[config.mk]
export PLATFORM = sky130hd
export DESIGN_NAME = handler_top
export DESIGN_NICKNAME = d
export VERILOG_FILES = /design/src/hdl/handler_pkg.sv /design/src/hdl/pin_sync_if.sv /design/src/hdl/pin_sync.sv /design/src/hdl/handler_top.sv
export VERILOG_INCLUDE_DIRS = /design/src /design/src/hdl
export SDC_FILE = /design/constraint.sdc
export NUM_CORES = 1
export LEC_CHECK = 0
export BUFFER_PORTS_ARGS = -buffer_cell sky130_fd_sc_hd__buf_2
export CAP_MARGIN = 25
export CORE_MARGIN = 1.5
export CORE_UTILIZATION = 40
export CTS_BUF_LIST = sky130_fd_sc_hd__clkbuf_16
export DETAILED_ROUTE_END_ITERATION = 16
export PLACE_DENSITY_LB_ADDON = 0.15
export SETUP_SLACK_MARGIN = 0.1
export SYNTH_ARGS = -nofsm -noshare
export SYNTH_HDL_FRONTEND = slang
export SYNTH_HIERARCHICAL = 1
export SYNTH_SLANG_ARGS = --single-unit
[constraint.sdc]
create_clock -name clk -period 3.5 [get_ports clk]
set_input_delay 0.525 -clock clk [delete_from_list [all_inputs] [get_ports clk]]
set_output_delay 0.525 -clock clk [all_outputs]
set_load 0.03 [all_outputs]
[src/hdl/handler_map.svh]
`ifndef HANDLER_MAP_SVH
`define HANDLER_MAP_SVH
`define CTRL_OFS 12'h000
`define KEY_OFS 12'h004
`define STATUS_OFS 12'h008
`define CTRL_TRIG_EXT_BIT 0
`define CTRL_SEQ_BIT 1
`define CTRL_ILK_USE_BIT 2
`define CTRL_RESET 3'h0
`define KEY_START_BIT 0
`define KEY_STOP_BIT 1
`define KEY_OPEN_BIT 2
`define KEY_VCHK_BIT 3
`define KEY_CCHK_BIT 4
`define STAT_STATE_LSB 0
`define STAT_PIN_LSB 5
`define STAT_OUT_LSB 14
`define IN_TRIG 0
`define IN_VCHK 1
`define IN_CCHK 2
`define IN_OPEN 3
`define IN_START 4
`define IN_STOP 5
`define IN_ILK 6
`define IN_LOCK 7
`define IN_REAR 8
`define IN_COUNT 9
`define CLK_PERIOD_NS 10
`define TRIG_MIN_NS 100000
`define TRIG_MIN_CYCLES ((`TRIG_MIN_NS + `CLK_PERIOD_NS - 1) / `CLK_PERIOD_NS)
`endif

[src/hdl/handler_pkg.sv]
`include "handler_map.svh"
package handler_pkg;
    typedef logic [`IN_COUNT-1:0] pins_t;
    typedef enum logic [4:0] {
        ST_STOP = 5'h01,
        ST_ARM = 5'h02,
        ST_MEAS = 5'h04,
        ST_CHECK = 5'h08,
        ST_OPEN = 5'h10
    } state_t;
endpackage : handler_pkg

[src/hdl/pin_sync_if.sv]
`timescale 1ns/1ns
`default_nettype none
interface pin_sync_if;
    handler_pkg::pins_t level;
    handler_pkg::pins_t fall;
    modport src (output level, output fall);
    modport dst (input level, input fall);
endinterface : pin_sync_if
`default_nettype wire

[src/hdl/pin_sync.sv]
`timescale 1ns/1ns
`default_nettype none
`include "handler_map.svh"
module pin_sync (
    // clock and reset
    input wire logic clk,
    input wire logic rst,
    // raw active-low pins
    input wire handler_pkg::pins_t pinsN,
    // clean levels and falling-edge pulses
    pin_sync_if.src so
);
    import handler_pkg::*;
    genvar i;
    generate
        for (i = 0; i < `IN_COUNT; i = i + 1) begin : g_pin
            logic s1;
            logic s2;
            logic s3;
            logic lvl;
            logic fl;
            // s1 feeds s2 only; a change counts once s2 and s3 agree
            always_ff @(posedge clk) begin
                if (rst) begin
                    s1 <= 1'b1;
                    s2 <= 1'b1;
                    s3 <= 1'b1;
                end else begin
                    s1 <= pinsN[i];
                    s2 <= s1;
                    s3 <= s2;
                end
            end
            always_ff @(posedge clk) begin
                if (rst) begin
                    lvl <= 1'b1;
                    fl <= 1'b0;
                end else begin
                    fl <= 1'b0;
                    if (s2 == s3 && lvl != s3) begin
                        lvl <= s3;
                        fl <= ~s3;
                    end
                end
            end
            assign so.level[i] = lvl;
            assign so.fall[i] = fl;
        end
    endgenerate
endmodule : pin_sync
`default_nettype wire

[src/hdl/handler_top.sv]
`timescale 1ns/1ns
`default_nettype none
`include "handler_map.svh"
module handler_top #(
    parameter int unsigned TRIG_HOLD_CYCLES = `TRIG_MIN_CYCLES
) (
    // clock and reset
    input wire logic clk,
    input wire logic rst,
    // apb slave
    input wire logic psel,
    input wire logic penable,
    input wire logic pwrite,
    input wire logic [11:0] paddr,
    input wire logic [31:0] pwdata,
    output logic [31:0] prdata,
    output logic pready,
    output logic pslverr,
    // handler inputs, active low
    input wire logic trig_n,
    input wire logic vcheck_n,
    input wire logic ccheck_n,
    input wire logic open_n,
    input wire logic start_n,
    input wire logic stop_n,
    input wire logic interlock_n,
    input wire logic panel_lock_n,
    input wire logic rear_trig_in,
    // handler outputs, active low
    output logic vcheck_go_n,
    output logic ccheck_go_n,
    output logic open_go_n,
    output logic comp_go_n,
    output logic meas_done_n,
    output logic index_n,
    output logic start_permitted_n,
    output logic hv_on_n,
    output logic fault_n,
    // measuring core
    input wire logic coreMeasDone,
    input wire logic coreCompPass,
    input wire logic coreVchkDone,
    input wire logic coreVchkPass,
    input wire logic coreCchkDone,
    input wire logic coreCchkPass,
    input wire logic coreOpenDone,
    input wire logic coreOpenPass,
    input wire logic coreFault,
    output logic hvEnable,
    output logic measStart,
    output logic seqStart,
    output logic vchkStart,
    output logic cchkStart,
    output logic openStart,
    output logic measAbort
);
    import handler_pkg::*;

    pin_sync_if ps ();
    pins_t rawPins;
    assign rawPins[`IN_TRIG] = trig_n;
    assign rawPins[`IN_VCHK] = vcheck_n;
    assign rawPins[`IN_CCHK] = ccheck_n;
    assign rawPins[`IN_OPEN] = open_n;
    assign rawPins[`IN_START] = start_n;
    assign rawPins[`IN_STOP] = stop_n;
    assign rawPins[`IN_ILK] = interlock_n;
    assign rawPins[`IN_LOCK] = panel_lock_n;
    assign rawPins[`IN_REAR] = rear_trig_in;

    pin_sync u_sync (
        .clk(clk),
        .rst(rst),
        .pinsN(rawPins),
        .so(ps.src)
    );

    state_t state_reg;
    state_t state_next;
    logic [2:0] ctrl_reg;
    logic [4:0] keys_reg;
    logic checkIsC_reg;
    logic handlerStart_reg;
    logic [15:0] trigHold_reg;

    logic trigExt;
    logic seqOn;
    logic ilkUse;
    logic ilkHigh;
    logic locked;
    logic stopReq;
    logic startH;
    logic startP;
    logic startAcc;
    logic openAcc;
    logic vchkAcc;
    logic cchkAcc;
    logic trigAcc;
    logic hvCut;
    logic enterMeas;
    logic enterSeq;
    logic enterVchk;
    logic enterCchk;
    logic enterOpen;
    logic endMeas;
    logic endCheck;
    logic endOpen;
    logic hvNext;
    logic apbAccess;

    assign trigExt = ctrl_reg[`CTRL_TRIG_EXT_BIT];
    assign seqOn = ctrl_reg[`CTRL_SEQ_BIT];
    assign ilkUse = ctrl_reg[`CTRL_ILK_USE_BIT];
    // pins are low-true, so a high level means deasserted
    assign ilkHigh = ps.level[`IN_ILK];
    assign locked = ~ps.level[`IN_LOCK];

    // stop bypasses lock, remote and every other condition
    assign stopReq = ps.fall[`IN_STOP] | keys_reg[`KEY_STOP_BIT];
    // handler start: interlock gating regardless of the setting
    assign startH = ps.fall[`IN_START] & ~ilkHigh;
    // panel start: lock always gates, interlock only when in use
    assign startP = keys_reg[`KEY_START_BIT] & ~locked & ~(ilkHigh & ilkUse);
    assign startAcc = (startH | startP) & (state_reg == ST_STOP);
    assign openAcc = (state_reg == ST_STOP)
        & ((ps.fall[`IN_OPEN] & ~ilkHigh)
        | (keys_reg[`KEY_OPEN_BIT] & ~locked));
    assign vchkAcc = (state_reg == ST_ARM) & ~seqOn
        & (ps.fall[`IN_VCHK] | (keys_reg[`KEY_VCHK_BIT] & ~locked));
    assign cchkAcc = (state_reg == ST_ARM) & ~seqOn & ~vchkAcc
        & (ps.fall[`IN_CCHK] | (keys_reg[`KEY_CCHK_BIT] & ~locked));
    // both trigger pins share one path; ignored outside external mode
    assign trigAcc = trigExt & (trigHold_reg == 16'h0000)
        & (ps.fall[`IN_TRIG] | ps.fall[`IN_REAR]);
    // a lid opened under voltage drops it when gating applies
    assign hvCut = ilkHigh & (ilkUse | handlerStart_reg);

    always_comb begin
        state_next = state_reg;
        enterMeas = 1'b0;
        enterSeq = 1'b0;
        enterVchk = 1'b0;
        enterCchk = 1'b0;
        enterOpen = 1'b0;
        endMeas = 1'b0;
        endCheck = 1'b0;
        endOpen = 1'b0;
        if (stopReq || coreFault) begin
            state_next = ST_STOP;
        end else begin
            case (state_reg)
                ST_STOP: begin
                    if (startAcc) begin
                        if (seqOn) begin
                            state_next = ST_MEAS;
                            enterSeq = 1'b1;
                        end else if (!trigExt) begin
                            state_next = ST_MEAS;
                            enterMeas = 1'b1;
                        end else begin
                            state_next = ST_ARM;
                        end
                    end else if (openAcc) begin
                        state_next = ST_OPEN;
                        enterOpen = 1'b1;
                    end
                end
                ST_ARM: begin
                    if (hvCut) begin
                        state_next = ST_STOP;
                    end else if (vchkAcc) begin
                        state_next = ST_CHECK;
                        enterVchk = 1'b1;
                    end else if (cchkAcc) begin
                        state_next = ST_CHECK;
                        enterCchk = 1'b1;
                    end else if (trigAcc || !trigExt) begin
                        state_next = ST_MEAS;
                        enterMeas = 1'b1;
                    end
                end
                ST_MEAS: begin
                    if (hvCut) begin
                        state_next = ST_STOP;
                    end else if (coreMeasDone) begin
                        endMeas = 1'b1;
                        state_next = seqOn ? ST_STOP : ST_ARM;
                    end
                end
                ST_CHECK: begin
                    if (hvCut) begin
                        state_next = ST_STOP;
                    end else if (checkIsC_reg ? coreCchkDone : coreVchkDone) begin
                        endCheck = 1'b1;
                        state_next = ST_ARM;
                    end
                end
                ST_OPEN: begin
                    if (coreOpenDone) begin
                        endOpen = 1'b1;
                        state_next = ST_STOP;
                    end
                end
                default: begin
                    state_next = ST_STOP;
                end
            endcase
        end
    end
    assign hvNext = (state_next == ST_ARM) | (state_next == ST_MEAS)
        | (state_next == ST_CHECK);

    always_ff @(posedge clk) begin
        if (rst) begin
            state_reg <= ST_STOP;
        end else begin
            state_reg <= state_next;
        end
    end

    always_ff @(posedge clk) begin
        if (rst) begin
            checkIsC_reg <= 1'b0;
            handlerStart_reg <= 1'b0;
        end else begin
            if (enterVchk || enterCchk) begin
                checkIsC_reg <= enterCchk;
            end
            if (startAcc) begin
                handlerStart_reg <= startH;
            end
        end
    end

    // guards against contact bounce re-triggering inside one pulse
    always_ff @(posedge clk) begin
        if (rst) begin
            trigHold_reg <= 16'h0000;
        end else if (trigAcc) begin
            trigHold_reg <= 16'(TRIG_HOLD_CYCLES);
        end else if (trigHold_reg != 16'h0000) begin
            trigHold_reg <= trigHold_reg - 16'h0001;
        end
    end

    // core commands: voltage enable level plus start and abort strobes
    always_ff @(posedge clk) begin
        if (rst) begin
            hvEnable <= 1'b0;
            measStart <= 1'b0;
            seqStart <= 1'b0;
            vchkStart <= 1'b0;
            cchkStart <= 1'b0;
            openStart <= 1'b0;
            measAbort <= 1'b0;
        end else begin
            hvEnable <= hvNext;
            measStart <= enterMeas;
            seqStart <= enterSeq;
            vchkStart <= enterVchk;
            cchkStart <= enterCchk;
            openStart <= enterOpen;
            measAbort <= (state_reg != ST_STOP) & (state_next == ST_STOP)
                & ~endMeas & ~endOpen;
        end
    end

    always_ff @(posedge clk) begin
        if (rst) begin
            hv_on_n <= 1'b1;
            start_permitted_n <= 1'b1;
            fault_n <= 1'b1;
        end else begin
            hv_on_n <= ~hvNext;
            start_permitted_n <= ilkHigh;
            fault_n <= ~coreFault;
        end
    end

    // done and index rise at each new operation so every low is a fresh edge
    always_ff @(posedge clk) begin
        if (rst) begin
            meas_done_n <= 1'b1;
            index_n <= 1'b1;
        end else if (enterMeas || enterSeq || enterVchk || enterCchk || enterOpen) begin
            meas_done_n <= 1'b1;
            index_n <= 1'b1;
        end else if (endMeas || endCheck || endOpen) begin
            meas_done_n <= 1'b0;
            index_n <= 1'b0;
        end
    end

    always_ff @(posedge clk) begin
        if (rst) begin
            comp_go_n <= 1'b1;
        end else if (enterMeas || enterSeq) begin
            comp_go_n <= 1'b1;
        end else if (endMeas) begin
            comp_go_n <= ~coreCompPass;
        end
    end

    // in sequence mode the core reports check verdicts mid-run
    always_ff @(posedge clk) begin
        if (rst) begin
            vcheck_go_n <= 1'b1;
            ccheck_go_n <= 1'b1;
        end else begin
            if (enterVchk || enterSeq) begin
                vcheck_go_n <= 1'b1;
            end else if (coreVchkDone && ((state_reg == ST_CHECK && !checkIsC_reg)
                    || (state_reg == ST_MEAS && seqOn))) begin
                vcheck_go_n <= ~coreVchkPass;
            end
            if (enterCchk || enterSeq) begin
                ccheck_go_n <= 1'b1;
            end else if (coreCchkDone && ((state_reg == ST_CHECK && checkIsC_reg)
                    || (state_reg == ST_MEAS && seqOn))) begin
                ccheck_go_n <= ~coreCchkPass;
            end
        end
    end

    always_ff @(posedge clk) begin
        if (rst) begin
            open_go_n <= 1'b1;
        end else if (enterOpen) begin
            open_go_n <= 1'b1;
        end else if (endOpen) begin
            open_go_n <= ~coreOpenPass;
        end
    end

    // apb: one wait state, so pready and read data both come from flops
    assign apbAccess = psel & penable & pready;

    always_ff @(posedge clk) begin
        if (rst) begin
            pready <= 1'b0;
            pslverr <= 1'b0;
            prdata <= 32'h00000000;
        end else begin
            pready <= psel & penable & ~pready;
            pslverr <= 1'b0;
            prdata <= 32'h00000000;
            if (psel && penable && !pready) begin
                case (paddr)
                    `CTRL_OFS: begin
                        prdata <= {29'h00000000, ctrl_reg};
                    end
                    `KEY_OFS: begin
                        prdata <= 32'h00000000;
                    end
                    `STATUS_OFS: begin
                        prdata[`STAT_STATE_LSB +: 5] <= state_reg;
                        prdata[`STAT_PIN_LSB +: `IN_COUNT] <= ps.level;
                        prdata[`STAT_OUT_LSB +: 9] <= {fault_n, hv_on_n,
                            start_permitted_n, index_n, meas_done_n,
                            comp_go_n, open_go_n, ccheck_go_n, vcheck_go_n};
                    end
                    default: begin
                        pslverr <= 1'b1;
                    end
                endcase
            end
        end
    end

    always_ff @(posedge clk) begin
        if (rst) begin
            ctrl_reg <= `CTRL_RESET;
        end else if (apbAccess && pwrite && paddr == `CTRL_OFS) begin
            ctrl_reg <= pwdata[2:0];
        end
    end

    // panel keys are one-cycle pulses; a locked panel still passes stop
    always_ff @(posedge clk) begin
        if (rst) begin
            keys_reg <= 5'h00;
        end else if (apbAccess && pwrite && paddr == `KEY_OFS) begin
            keys_reg <= pwdata[4:0];
        end else begin
            keys_reg <= 5'h00;
        end
    end
endmodule : handler_top
`default_nettype wire

; ---- Word-level counts from Yosys, hierarchy flattened
; Cells that the tools add are included.
[op_classes]
bitwise_logic = 61
muxes = 58
eq_ne = 30
n_reduce_logical = 55
addsub = 1
[ops]
columns = cell, count
row1 = 2-to-1 mux 5 bit, 12
row2 = one-hot mux 23 bit (2 select lines), 1
row3 = 2-to-1 mux 1 bit, 38
row4 = OR reduction 2 bit, 15
row5 = NOT 1 bit, 29
row6 = 2-to-1 mux 14 bit, 2
row7 = one-hot mux 5 bit (5 select lines), 1
row8 = bitwise AND 1 bit, 23
row9 = logical AND 1 bit, 19
row10 = logical NOT 16 bit, 1
row11 = nonzero test 16 bit, 1
row12 = subtractor 16 x 1 -> 16 bit (second input constant), 1
row13 = logical OR 1 bit, 13
row14 = equality test 12 x 3 -> 1 bit (second input constant), 1
row15 = equality test 12 x 4 -> 1 bit (second input constant), 1
row16 = logical NOT 12 bit, 1
row17 = equality test 5 x 1 -> 1 bit (second input constant), 2
row18 = equality test 5 x 2 -> 1 bit (second input constant), 2
row19 = equality test 5 x 3 -> 1 bit (second input constant), 2
row20 = equality test 5 x 4 -> 1 bit (second input constant), 2
row21 = equality test 1 bit, 9
row22 = inequality test 1 bit, 9
row23 = OR 1 bit, 9
row24 = 2-to-1 mux 3 bit, 2
row25 = 7 further kinds, 9
[word_totals]
wordCells = 274
output_inout_bits = 50
register_bits = 123

; ---- Depth between registers and ports, before layout
; Gate-level depths: netlist of run 1.
[depth]
depth_word = 16
mapped_depth = 9
depth_no_buf = 7

; ---- By module
; Netlist of run 1, hierarchy kept.
[modules_own_cells]
columns = module, instances, seq_area_each_um2, area_per_inst_um2, cells_per_inst
row1 = handler_top, 1, 1401.3, 3056.7, 336
row2 = pin_sync, 1, 900.9, 1460.2, 129

; ---- Worst setup path after synthesis of run 1
; No wires, ideal clock.
[synth_path]
path_kind = input port to flip-flop
start = input port paddr[11]
end = register prdata[19]
setup_slack_ns = 1.668
t_required_ns = 3.440
cell_stages = 6
setup_time_ns = 0.060
t_arrival_ns = 1.772
cell_sequence = nor4_1 > nand3_1 > or3_4 > nor2_4 > buf_2 > and2_1
[synth_between]
elab_chain_len = 2
elab_cells_between_ends = 3
classes_between = eq/ne: 1 / mux: 1 / reduce/logical: 1
[synth_rtl]
columns = item, line_no
row1 = from (decl), handler_top.sv:14  ; input wire logic [11:0] paddr,
row2 = equality test 12 x 4 -> 1 bit / logical NOT 12 bit (equally long branches), handler_top.sv:348  ; case (paddr)
row3 = one-hot mux 23 bit (2 select lines) (*), handler_top.sv:348
row4 = to (signal assigned), handler_top.sv:350  ; prdata <= {29'h00000000, ctrl_reg};
row5 = "to (signal, indexed assignment)", handler_top.sv:356  ; prdata[`STAT_STATE_LSB +: 5] <= state_reg;
row6 = "to (signal, indexed assignment)", handler_top.sv:357  ; prdata[`STAT_PIN_LSB +: `IN_COUNT] <= ps.level;
row7 = to (decl), handler_top.sv:16  ; output logic [31:0] prdata,
; Every way passes the cells marked *; elsewhere a longest branch is shown, timed or not.
; A chain may end at the register's enable or synchronous reset.

; ---- Final worst setup path of run 1
[layout_path]
start = register trigHold_reg[0]
end = register trigHold_reg[0]
[layout_between]
elab_chain_len = 4
elab_cells_between_ends = 6
classes_between = add/sub: 1 / bitwise: 2 / reduce/logical: 3
[layout_rtl]
columns = item, line_no
row1 = from (decl), handler_top.sv:84  ; logic [15:0] trigHold_reg;
row2 = from (signal assigned), handler_top.sv:240  ; trigHold_reg <= 16'(TRIG_HOLD_CYCLES);
row3 = from (signal assigned), handler_top.sv:242  ; trigHold_reg <= trigHold_reg - 16'h0001;
row4 = "parallel branches: the longest is 4 deep, another holds subtractor 16 x 1 -> 16 bit", n/a
; Parallel ways; which one is timed is not known.

==> results of run 1 <==
cell type report:
type	instances	area (um^2)	share of cell area
sequential	113	2262	0.4188
multi-input combinational	302	1893	0.3505
clock buffer	17	425.4	0.07876
timing repair buffer	81	407.9	0.07552
clock inverter	15	200.2	0.03706
tap	140	175.2	0.03243
inverter	10	37.54	0.006949
per-stage QoR:
stage | total power [uW] | util
after floorplan | 2005 | -
after global placement | 2110 | 0.4406
after detailed placement | 2125 | 0.4406
after CTS | 3960 | 0.4983
after global routing | 4117 | 0.4983
final | 3928 | 0.4983
worst reg2reg max path: stages (launching register included):
cell and delay (ps):
dfxtp_1 320, inv_1 100, ha_1 180, nor4b_1 490, and4_1 440, nand3b_2 200, nand2b_1 380, nor3_1 110
metal layers:
| layer | part of all wire | vias up | GRT usage |
|---|---|---|---|
| met4 | 0.013 | 0 | 0.08271 |
| met5 | 0 | - | 0 |
| met1 | 0.46 | 1543 | 0.2046 |
| met3 | 0.052 | 12 | 0.06269 |
| li1 | - | 1680 | - |
| met2 | 0.48 | 87 | 0.2790 |
power by group through the flow:
stage | combinational [uW] | clock (uW) | sequential, uW
floorplan | 512 | 0 | 1490
global route | 706 | 1910 | 1500
CTS | 627 | 1850 | 1480
global placement | 605 | 0 | 1500
finish | 627 | 1820 | 1490
detailed placement | 617 | 0 | 1510
cells in the final DEF (no fill, tap or decap), types with 2 or more instances in the layout:
master and n:
a211oi_1 2, a21o_1 2, a21oi_1 25, a221oi_1 2, a31oi_1 4, and2_1 24, and3_1 2, and4_1 2
buf_2 80, bufinv_16 5, clkbuf_16 17, clkinv_2 4, clkinvlp_4 2, conb_1 9, dfxtp_1 113, ha_1 2
inv_1 13, mux2i_1 10, nand2_1 14, nand2b_1 7, nand3_1 9, nand3b_1 3, nand4_1 8, nand4b_1 2
nor2_1 51, nor3_1 14, nor3b_1 5, nor3b_2 3, nor4_1 7, nor4_2 3, o211ai_1 2, o21ai_0 8
o21bai_1 10, or2_2 26, or2_4 4, or3_1 6, xnor2_1 3, xor2_1 9
worst max path at each step:
stage,from,to,cells past startpoint
2_1_floorplan,paddr[11],prdata[19],6
3_3_place_gp,rst,prdata[8],5
3_5_place_dp,rst,prdata[21],5
4_1_cts,trigHold_reg[0],trigHold_reg[0],7
5_1_grt,trigHold_reg[0],trigHold_reg[5],7
6_report,trigHold_reg[0],trigHold_reg[0],7
==> metrics, run 1 <==
Sink Count=113; WP buf/inv=1; total wire length=9232 um; crit start category=flip-flop; internal power=2898 uW; final setup TNS=0 ps; sw frac=0.2622; Synth warnings=6; crit-path cells=inv_1 -> ha_1 -> nor4b_1 -> and4_1 -> nand3b_2 -> nand2b_1 -> nor3_1; Syn Area/Cell=9.688 um^2; pwr/cell area=727.2 mW/mm^2; Max stage delay cell, worst path=nor4b_1; Seq pwr share=0.378; critical path peak fanout=11; via count=3322; Resized cells post-CTS=0; global-route wire length before repair=15390 um; design area=0.005401 mm^2; NumNets Final=594; placed cell areas=0.004776 mm^2; worst hold stages=2; fmax=424.9 MHz; GRT Overall Usage=0.1733; num rows=38; post-CTS setup buffer count=0; CTS tree=yes; Syn Inst Count=459; Setup WS post-layout=1147 ps; hold slack=297.3 ps; Combinational Power Share=0.160; Layout Skew=8.793 ps; worst hold endpoint=u_sync/g_pin[8].s1; Tcrit/Tclk final=0.6724; routed len/inst=13.62 um; terminus of the critical flop-to-flop path=trigHold_reg[0]; DIE AREA=0.01176 mm^2; Clk pwr share=0.462; area delta synth->final=21.47%; share of cells above drive strength 1=0.2825; Crit. End Element=flip-flop; first-iteration detailed-routing DRC count=111; final std cells w/o fill=678; gpl congestion=0.8706; hpwl dp=6500 um; Placed Instances=646; net switching power=1030 uW; vias in the first global route=3229; Final Slew Violations=0; CTS H-tree lvls=4; pre-CTS WS=1180 ps; Final Hold Fails=0; Tmin final=2354 ps; deepest clock path buffer count=2; Worst Hold Class=primary input to flip-flop; die height=108.4 um; Setup-failing EPs final=0; Lkg Pwr=0.002303 uW; reg2reg start=trigHold_reg[0]; GRT overflow=0; # DRC=0; die width=108.4 um; Tightest Pin Transition=826.2 ps; CTS Root Cell=clkbuf_16; reg2reg path depth=7; Reg clk slew, reported paths=50 ps; core box area=0.01084 mm^2; antenna cells=0; Num CTS Buffers=17; max cap viols=0; Port Buf Inserts=80; critical path's largest stage delay=490 ps; Worst R2R Setup Slack=1150 ps; WP data arrival=2630 ps; Netlist Area Pre-Place=0.004447 mm^2; status=finished clean; Vias/cell=4.900; fillcell total=1064; Skew-Pair Late Insertion Delay=410 ps; largest net degree at the start of global routing=37; DR pass1 iterations=4; hold buffers post-CTS=0; max reg flops=22; Top delay family on crit path=simple AND/OR/NAND/NOR gates; ANT nets after route=0; crit path kind=flip-flop to flip-flop; RSZ-0062 raised after global routing=false; VDD IR max=0.0003724 V; I/O Pins=117; Worst EP required=3770 ps; slew margin rel.=0.4441; antenna violations before repair=0; hold wc startpoint=rear_trig_in; Starting Density=0.4102
Power figures use the tool's default switching activity.
==> run 2, diff against run 1 <==
==> constraint.sdc (replaced) <==
create_clock -name clk -period 2 [get_ports clk]
set_input_delay 0.3 -clock clk [delete_from_list [all_inputs] [get_ports clk]]
set_output_delay 0.3 -clock clk [all_outputs]
set_load 0.03 [all_outputs]
==> metrics, run 2 (synthesis results as in run 1) <==
pwr/cell area=1247 mW/mm^2 (was 727.2 mW/mm^2); DIE AREA=0.01176 mm^2 (unchanged); hold wc startpoint=rear_trig_in (unchanged); slew margin rel.=0.5938 (was 0.4441); WP data arrival=2160 ps (was 2630 ps); worst hold stages=2 (unchanged); Final Hold Fails=0 (unchanged); max reg flops=22 (unchanged); share of cells above drive strength 1=0.3357 (was 0.2825); GRT overflow=0 (unchanged); Final Slew Violations=0 (unchanged); deepest clock path buffer count=2 (unchanged); CTS H-tree lvls=4 (unchanged); crit start category=flip-flop (unchanged); Layout Skew=7.360 ps (was 8.793 ps); hold slack=70.13 ps (was 297.3 ps); fillcell total=1008 (was 1064); CTS tree=yes (unchanged); Port Buf Inserts=80 (unchanged); hpwl dp=6763 um (was 6500 um); area delta synth->final=26.65% (was 21.47%); total wire length=9473 um (was 9232 um); routing usage on met3=0.05304 (was 0.06269); terminus of the critical flop-to-flop path=trigHold_reg[11] (was trigHold_reg[0]); Tmin final=1814 ps (was 2354 ps); Setup-failing EPs final=0 (unchanged); Tcrit/Tclk final=0.9071 (was 0.6724); final std cells w/o fill=703 (was 678); commonest non-fill, non-tap cell in the layout=dfxtp_1 (unchanged); reg2reg start=trigHold_reg[0] (unchanged); Final Power=7023 uW (was 3928 uW); NumNets Final=619 (was 594); Setup WS post-layout=185.8 ps (was 1147 ps); pre-CTS WS=74.22 ps (was 1180 ps); core box area=0.01084 mm^2 (unchanged); Tightest Pin Transition=604.7 ps (was 826.2 ps); max cap viols=0 (unchanged); CTS Root Cell=clkbuf_16 (unchanged); Sink Count=113 (unchanged); num rows=38 (unchanged); Crit. End Element=flip-flop (unchanged); vias in the first global route=3216 (was 3229); antenna cells=0 (unchanged); DR pass1 iterations=4 (unchanged); Placed Instances=669 (was 646); Starting Density=0.4102 (unchanged); antenna violations before repair=0 (unchanged); RSZ-0062 raised after global routing=false (unchanged); Skew-Pair Late Insertion Delay=410 ps (about the same); fmax=551.2 MHz (was 424.9 MHz); Num CTS Buffers=17 (unchanged); hold buffers post-CTS=0 (unchanged); Lkg Pwr=0.002412 uW (was 0.002303 uW); Reg clk slew, reported paths=60 ps (was 50 ps); worst hold endpoint=u_sync/g_pin[8].s1 (unchanged); first-iteration detailed-routing DRC count=115 (was 111); Vias/cell=4.853 (was 4.900); # DRC=0 (unchanged); ANT nets after route=0 (unchanged); critical path peak fanout=5 (was 11); global-route wire length before repair=15350 um (was 15390 um); final setup TNS=0 ps (unchanged); Worst Hold Class=primary input to flip-flop (unchanged); most frequent cells in the layout=111 x dfxtp_1, 80 x buf_2, 50 x nor2_1, 26 x or2_2 (was 113 x dfxtp_1, 80 x buf_2, 51 x nor2_1, 26 x or2_2, 25 x a21oi_1); largest net degree at the start of global routing=60 (was 37); global route hottest layer=met2 (unchanged); die height=108.4 um (unchanged); Worst EP required=2340 ps (was 3770 ps); I/O Pins=117 (unchanged); status=finished clean (unchanged); reg2reg path depth=5 (was 7); VDD IR max=0.0008234 V (was 0.0003724 V); die width=108.4 um (unchanged); crit path kind=flip-flop to flip-flop (unchanged); met1 global-route usage=0.2057 (was 0.2046); met2 Usage GRT=0.2812 (was 0.2790); gpl congestion=0.8461 (was 0.8706); GRT Overall Usage=0.1728 (was 0.1733); routed len/inst=13.48 um (was 13.62 um); Worst R2R Setup Slack=190 ps (was 1150 ps); via count=3412 (was 3322)
[run 2: worst max-delay path by stage]
stage,start,endpoint,depth (start not counted)
after floorplan,trigHold_reg[0],trigHold_reg[11],8
after global placement,trigHold_reg[0],trigHold_reg[11],8
after detailed placement,trigHold_reg[0],trigHold_reg[11],8
after CTS,trigHold_reg[0],index_n,8
after global routing,trigHold_reg[0],trigHold_reg[11],5
final,trigHold_reg[0],trigHold_reg[11],5
[run 2: layout make-up]
| cell class | count | area [um^2] | share of cell area |
|---|---|---|---|
| clock buffers | 17 | 425.4 | 0.07554 |
| clock inverters | 15 | 182.7 | 0.03244 |
| inverters | 10 | 37.54 | 0.006665 |
| multi-input cells | 302 | 1938 | 0.3441 |
| flip-flops and latches | 113 | 2265 | 0.4021 |
| well taps | 140 | 175.2 | 0.03110 |
| repair buffers | 106 | 608.1 | 0.1080 |
[run 2: worst max-delay path, stage by stage (launching register included)]
cell	delay (ps)
dfxtp_2	320
buf_4	130
nor3_1	520
or4b_4	530
xor2_1	150
nor2_1	100
[run 2: layer usage]
metal	vias to the layer above	wire length, um
li1	1738	-
met1	1579	4315
met2	77	4545
met3	18	403
met4	0	210
met5	-	0
[run 2: what timing repair did]
action / in CTS / in global routing
buffers inserted: 0 / 3
resized for setup: 2 / 11
setup endpoints to repair: 2 / 25
cloned: 0 / 0
pin swaps: 0 / 4
[run 2: where the power goes]
part	internal [uW]	switching, uW	total (uW)
combinational	677	682	1360
clock	1970	1080	3050
sequential	2420	190	2610
[run 2: metrics by stage]
| step | utilization | cell area, um^2 |
|---|---|---|
| 2_1_floorplan | - | 4477 |
| 3_3_place_gp | 0.4576 | 4961 |
| 3_5_place_dp | 0.4576 | 4961 |
| 4_1_cts | 0.5141 | 5573 |
| 5_1_grt | 0.5195 | 5632 |
| 6_report | 0.5195 | 5632 |
==> run 3, diff against run 2 <==
--- a/config.mk
+++ b/config.mk
@@ -8,8 +8,10 @@
 export LEC_CHECK = 0
 export BUFFER_PORTS_ARGS = -buffer_cell sky130_fd_sc_hd__buf_2
 export CAP_MARGIN = 25
+export CELL_PAD_IN_SITES_DETAIL_PLACEMENT = 2
+export CELL_PAD_IN_SITES_GLOBAL_PLACEMENT = 2
 export CORE_MARGIN = 1.5
-export CORE_UTILIZATION = 40
+export CORE_UTILIZATION = 29
 export CTS_BUF_LIST = sky130_fd_sc_hd__clkbuf_16
 export DETAILED_ROUTE_END_ITERATION = 16
 export PLACE_DENSITY_LB_ADDON = 0.15
==> metrics, run 3 (synthesis results as in run 1) <==
pre-CTS WS=72.23 ps (was 74.22 ps); final core utilization=0.3896 (was 0.5195); ANT nets after route=0 (unchanged); num rows=45 (was 38); global-route wire length before repair=20470 um (was 15350 um); most frequent cells in the layout=113 x dfxtp_1, 80 x buf_2, 50 x nor2_1, 35 x buf_4, 26 x or2_2 (was 111 x dfxtp_1, 80 x buf_2, 50 x nor2_1, 26 x or2_2); Setup-failing EPs final=0 (unchanged); multi-input combinational cell area=0.001987 mm^2 (was 0.001938 mm^2); critical path peak fanout=5 (unchanged); WP buf/inv=2 (was 1); CTS tree=yes (unchanged); DR pass1 iterations=4 (unchanged); die width=126.8 um (was 108.4 um); Layout Skew=7.268 ps (was 7.360 ps); antenna cells=0 (unchanged); fillcell total=1657 (was 1008); total wire length=12300 um (was 9473 um); final std cells w/o fill=763 (was 703); slew margin rel.=0.6630 (was 0.5938); Final Slew Violations=0 (unchanged); Num CTS Buffers=17 (unchanged); final setup TNS=0 ps (unchanged); deepest clock path buffer count=2 (unchanged); via count=3558 (was 3412); Reg clk slew, reported paths=50 ps (was 60 ps); VDD IR max=0.0006333 V (was 0.0008234 V); WP data arrival=2190 ps (was 2160 ps); # DRC=0 (unchanged); GRT overflow=0 (unchanged); Tmin final=1835 ps (was 1814 ps); commonest non-fill, non-tap cell in the layout=dfxtp_1 (unchanged); Placed Instances=729 (was 669); RSZ-0062 raised after global routing=true (was false); status=finished clean (unchanged); first-iteration detailed-routing DRC count=129 (was 115); area delta synth->final=32.19% (was 26.65%); Port Buf Inserts=80 (unchanged); hpwl dp=8945 um (was 6763 um); worst hold stages=2 (unchanged); Worst Hold Class=primary input to flip-flop (unchanged); max cap viols=0 (unchanged); crit start category=flip-flop (unchanged); Top delay family on crit path=simple AND/OR/NAND/NOR gates (unchanged); Worst R2R Setup Slack=160 ps (was 190 ps); CTS Root Cell=clkbuf_16 (unchanged); fmax=544.9 MHz (was 551.2 MHz); NumNets Final=631 (was 619); critical path's largest stage delay=340 ps (was 530 ps); vias in the first global route=3946 (was 3216); routed len/inst=16.12 um (was 13.48 um); Tcrit/Tclk final=0.9176 (was 0.9071); crit-path cells=inv_1 -> ha_1 -> nor4b_4 -> and4_4 -> buf_4 -> or3_1 -> a21o_1 -> a21oi_1 (was buf_4 -> nor3_1 -> or4b_4 -> xor2_1 -> nor2_1); largest net degree at the start of global routing=60 (unchanged); Max stage delay cell, worst path=dfxtp_1 (was or4b_4); die height=126.8 um (was 108.4 um); reg2reg start=trigHold_reg[0] (unchanged); antenna violations before repair=0 (unchanged); hold slack=59.92 ps (was 70.13 ps); share of cells above drive strength 1=0.3496 (was 0.3357); Crit. End Element=flip-flop (unchanged); gpl congestion=0.8396 (was 0.8461); Lkg Pwr=0.002505 uW (was 0.002412 uW); sequential cell area=0.002262 mm^2 (was 0.002265 mm^2); max reg flops=22 (unchanged); core box area=0.01509 mm^2 (was 0.01084 mm^2); Final Hold Fails=0 (unchanged); DIE AREA=0.01609 mm^2 (was 0.01176 mm^2); Skew-Pair Late Insertion Delay=420 ps (was 410 ps); Worst EP required=2350 ps (was 2340 ps); Starting Density=0.2947 (was 0.4102); hold wc startpoint=ccheck_n (was rear_trig_in); GRT Overall Usage=0.1662 (was 0.1728); worst hold endpoint=u_sync/g_pin[2].s1 (was u_sync/g_pin[8].s1); Vias/cell=4.663 (was 4.853); pwr/cell area=1301 mW/mm^2 (was 1247 mW/mm^2); reg2reg path depth=8 (was 5); terminus of the critical flop-to-flop path=trigHold_reg[4] (was trigHold_reg[11]); crit path kind=flip-flop to flip-flop (unchanged); CTS H-tree lvls=4 (unchanged); Setup WS post-layout=164.9 ps (was 185.8 ps); Sink Count=113 (unchanged); I/O Pins=117 (unchanged); Tightest Pin Transition=501.7 ps (was 604.7 ps)
==> run 3: cell types whose count changed in the layout (fill, tap and decap cells not counted), moves of 2 or more <==
cell	delta
buf_4	+10
inv_1	+3
bufinv_16	+2
dfxtp_1	+2
dfxtp_2	-2
inv_2	-2
inv_6	-2
==> run 3: per-layer routing <==
layer | wire length [um] | global-route usage
met1 | 5498 | 0.1983
met5 | 0 | 0
met2 | 6102 | 0.2794
met3 | 518 | 0.05146
met4 | 181 | 0.06484
==> run 3: worst max-delay path by stage <==
stage | from | end | cells past startpoint
after floorplan | trigHold_reg[0] | trigHold_reg[11] | 8
after global placement | trigHold_reg[0] | index_n | 8
after detailed placement | trigHold_reg[0] | trigHold_reg[4] | 8
after CTS | trigHold_reg[8] | trigHold_reg[11] | 6
after global routing | trigHold_reg[7] | trigHold_reg[11] | 7
final | trigHold_reg[0] | trigHold_reg[4] | 8
==> run 3: area by class of cell <==
type,count,area share
clock buffers,17,0.07237
clock inverters,15,0.03682
inverters,10,0.006386
multi-input cells,302,0.3380
flip-flops and latches,113,0.3848
well taps,188,0.04002
repair buffers,118,0.1215
==> run 3: power breakdown <==
group          switching, uW  internal (uW)
Sequential               226           2420
Combinational            848            871
Clock                   1080           2200
Total                   2160           5490
==> run 3: per-stage QoR <==
stage	power [uW]	cell area, um^2
final	7645	5878
after global routing	8047	5878
after CTS	7500	5781
after detailed placement	4101	5124
after global placement	4018	5124
after floorplan	3509	4477
==> run 3: repair_timing <==
| item | CTS | global route |
|---|---|---|
| setup endpoints to repair | 17 | 27 |
| gates resized for setup | 4 | 15 |
| pin swaps | 0 | 3 |
| setup buffers | 0 | 2 |
| hold buffers | 0 | 0 |
==> run 3: worst reg2reg max path, cell delays in order, from the launching register on <==
cell	delay, ps
dfxtp_1	340
inv_1	60
ha_1	220
nor4b_4	140
and4_4	230
buf_4	150
or3_1	340
a21o_1	180
a21oi_1	130
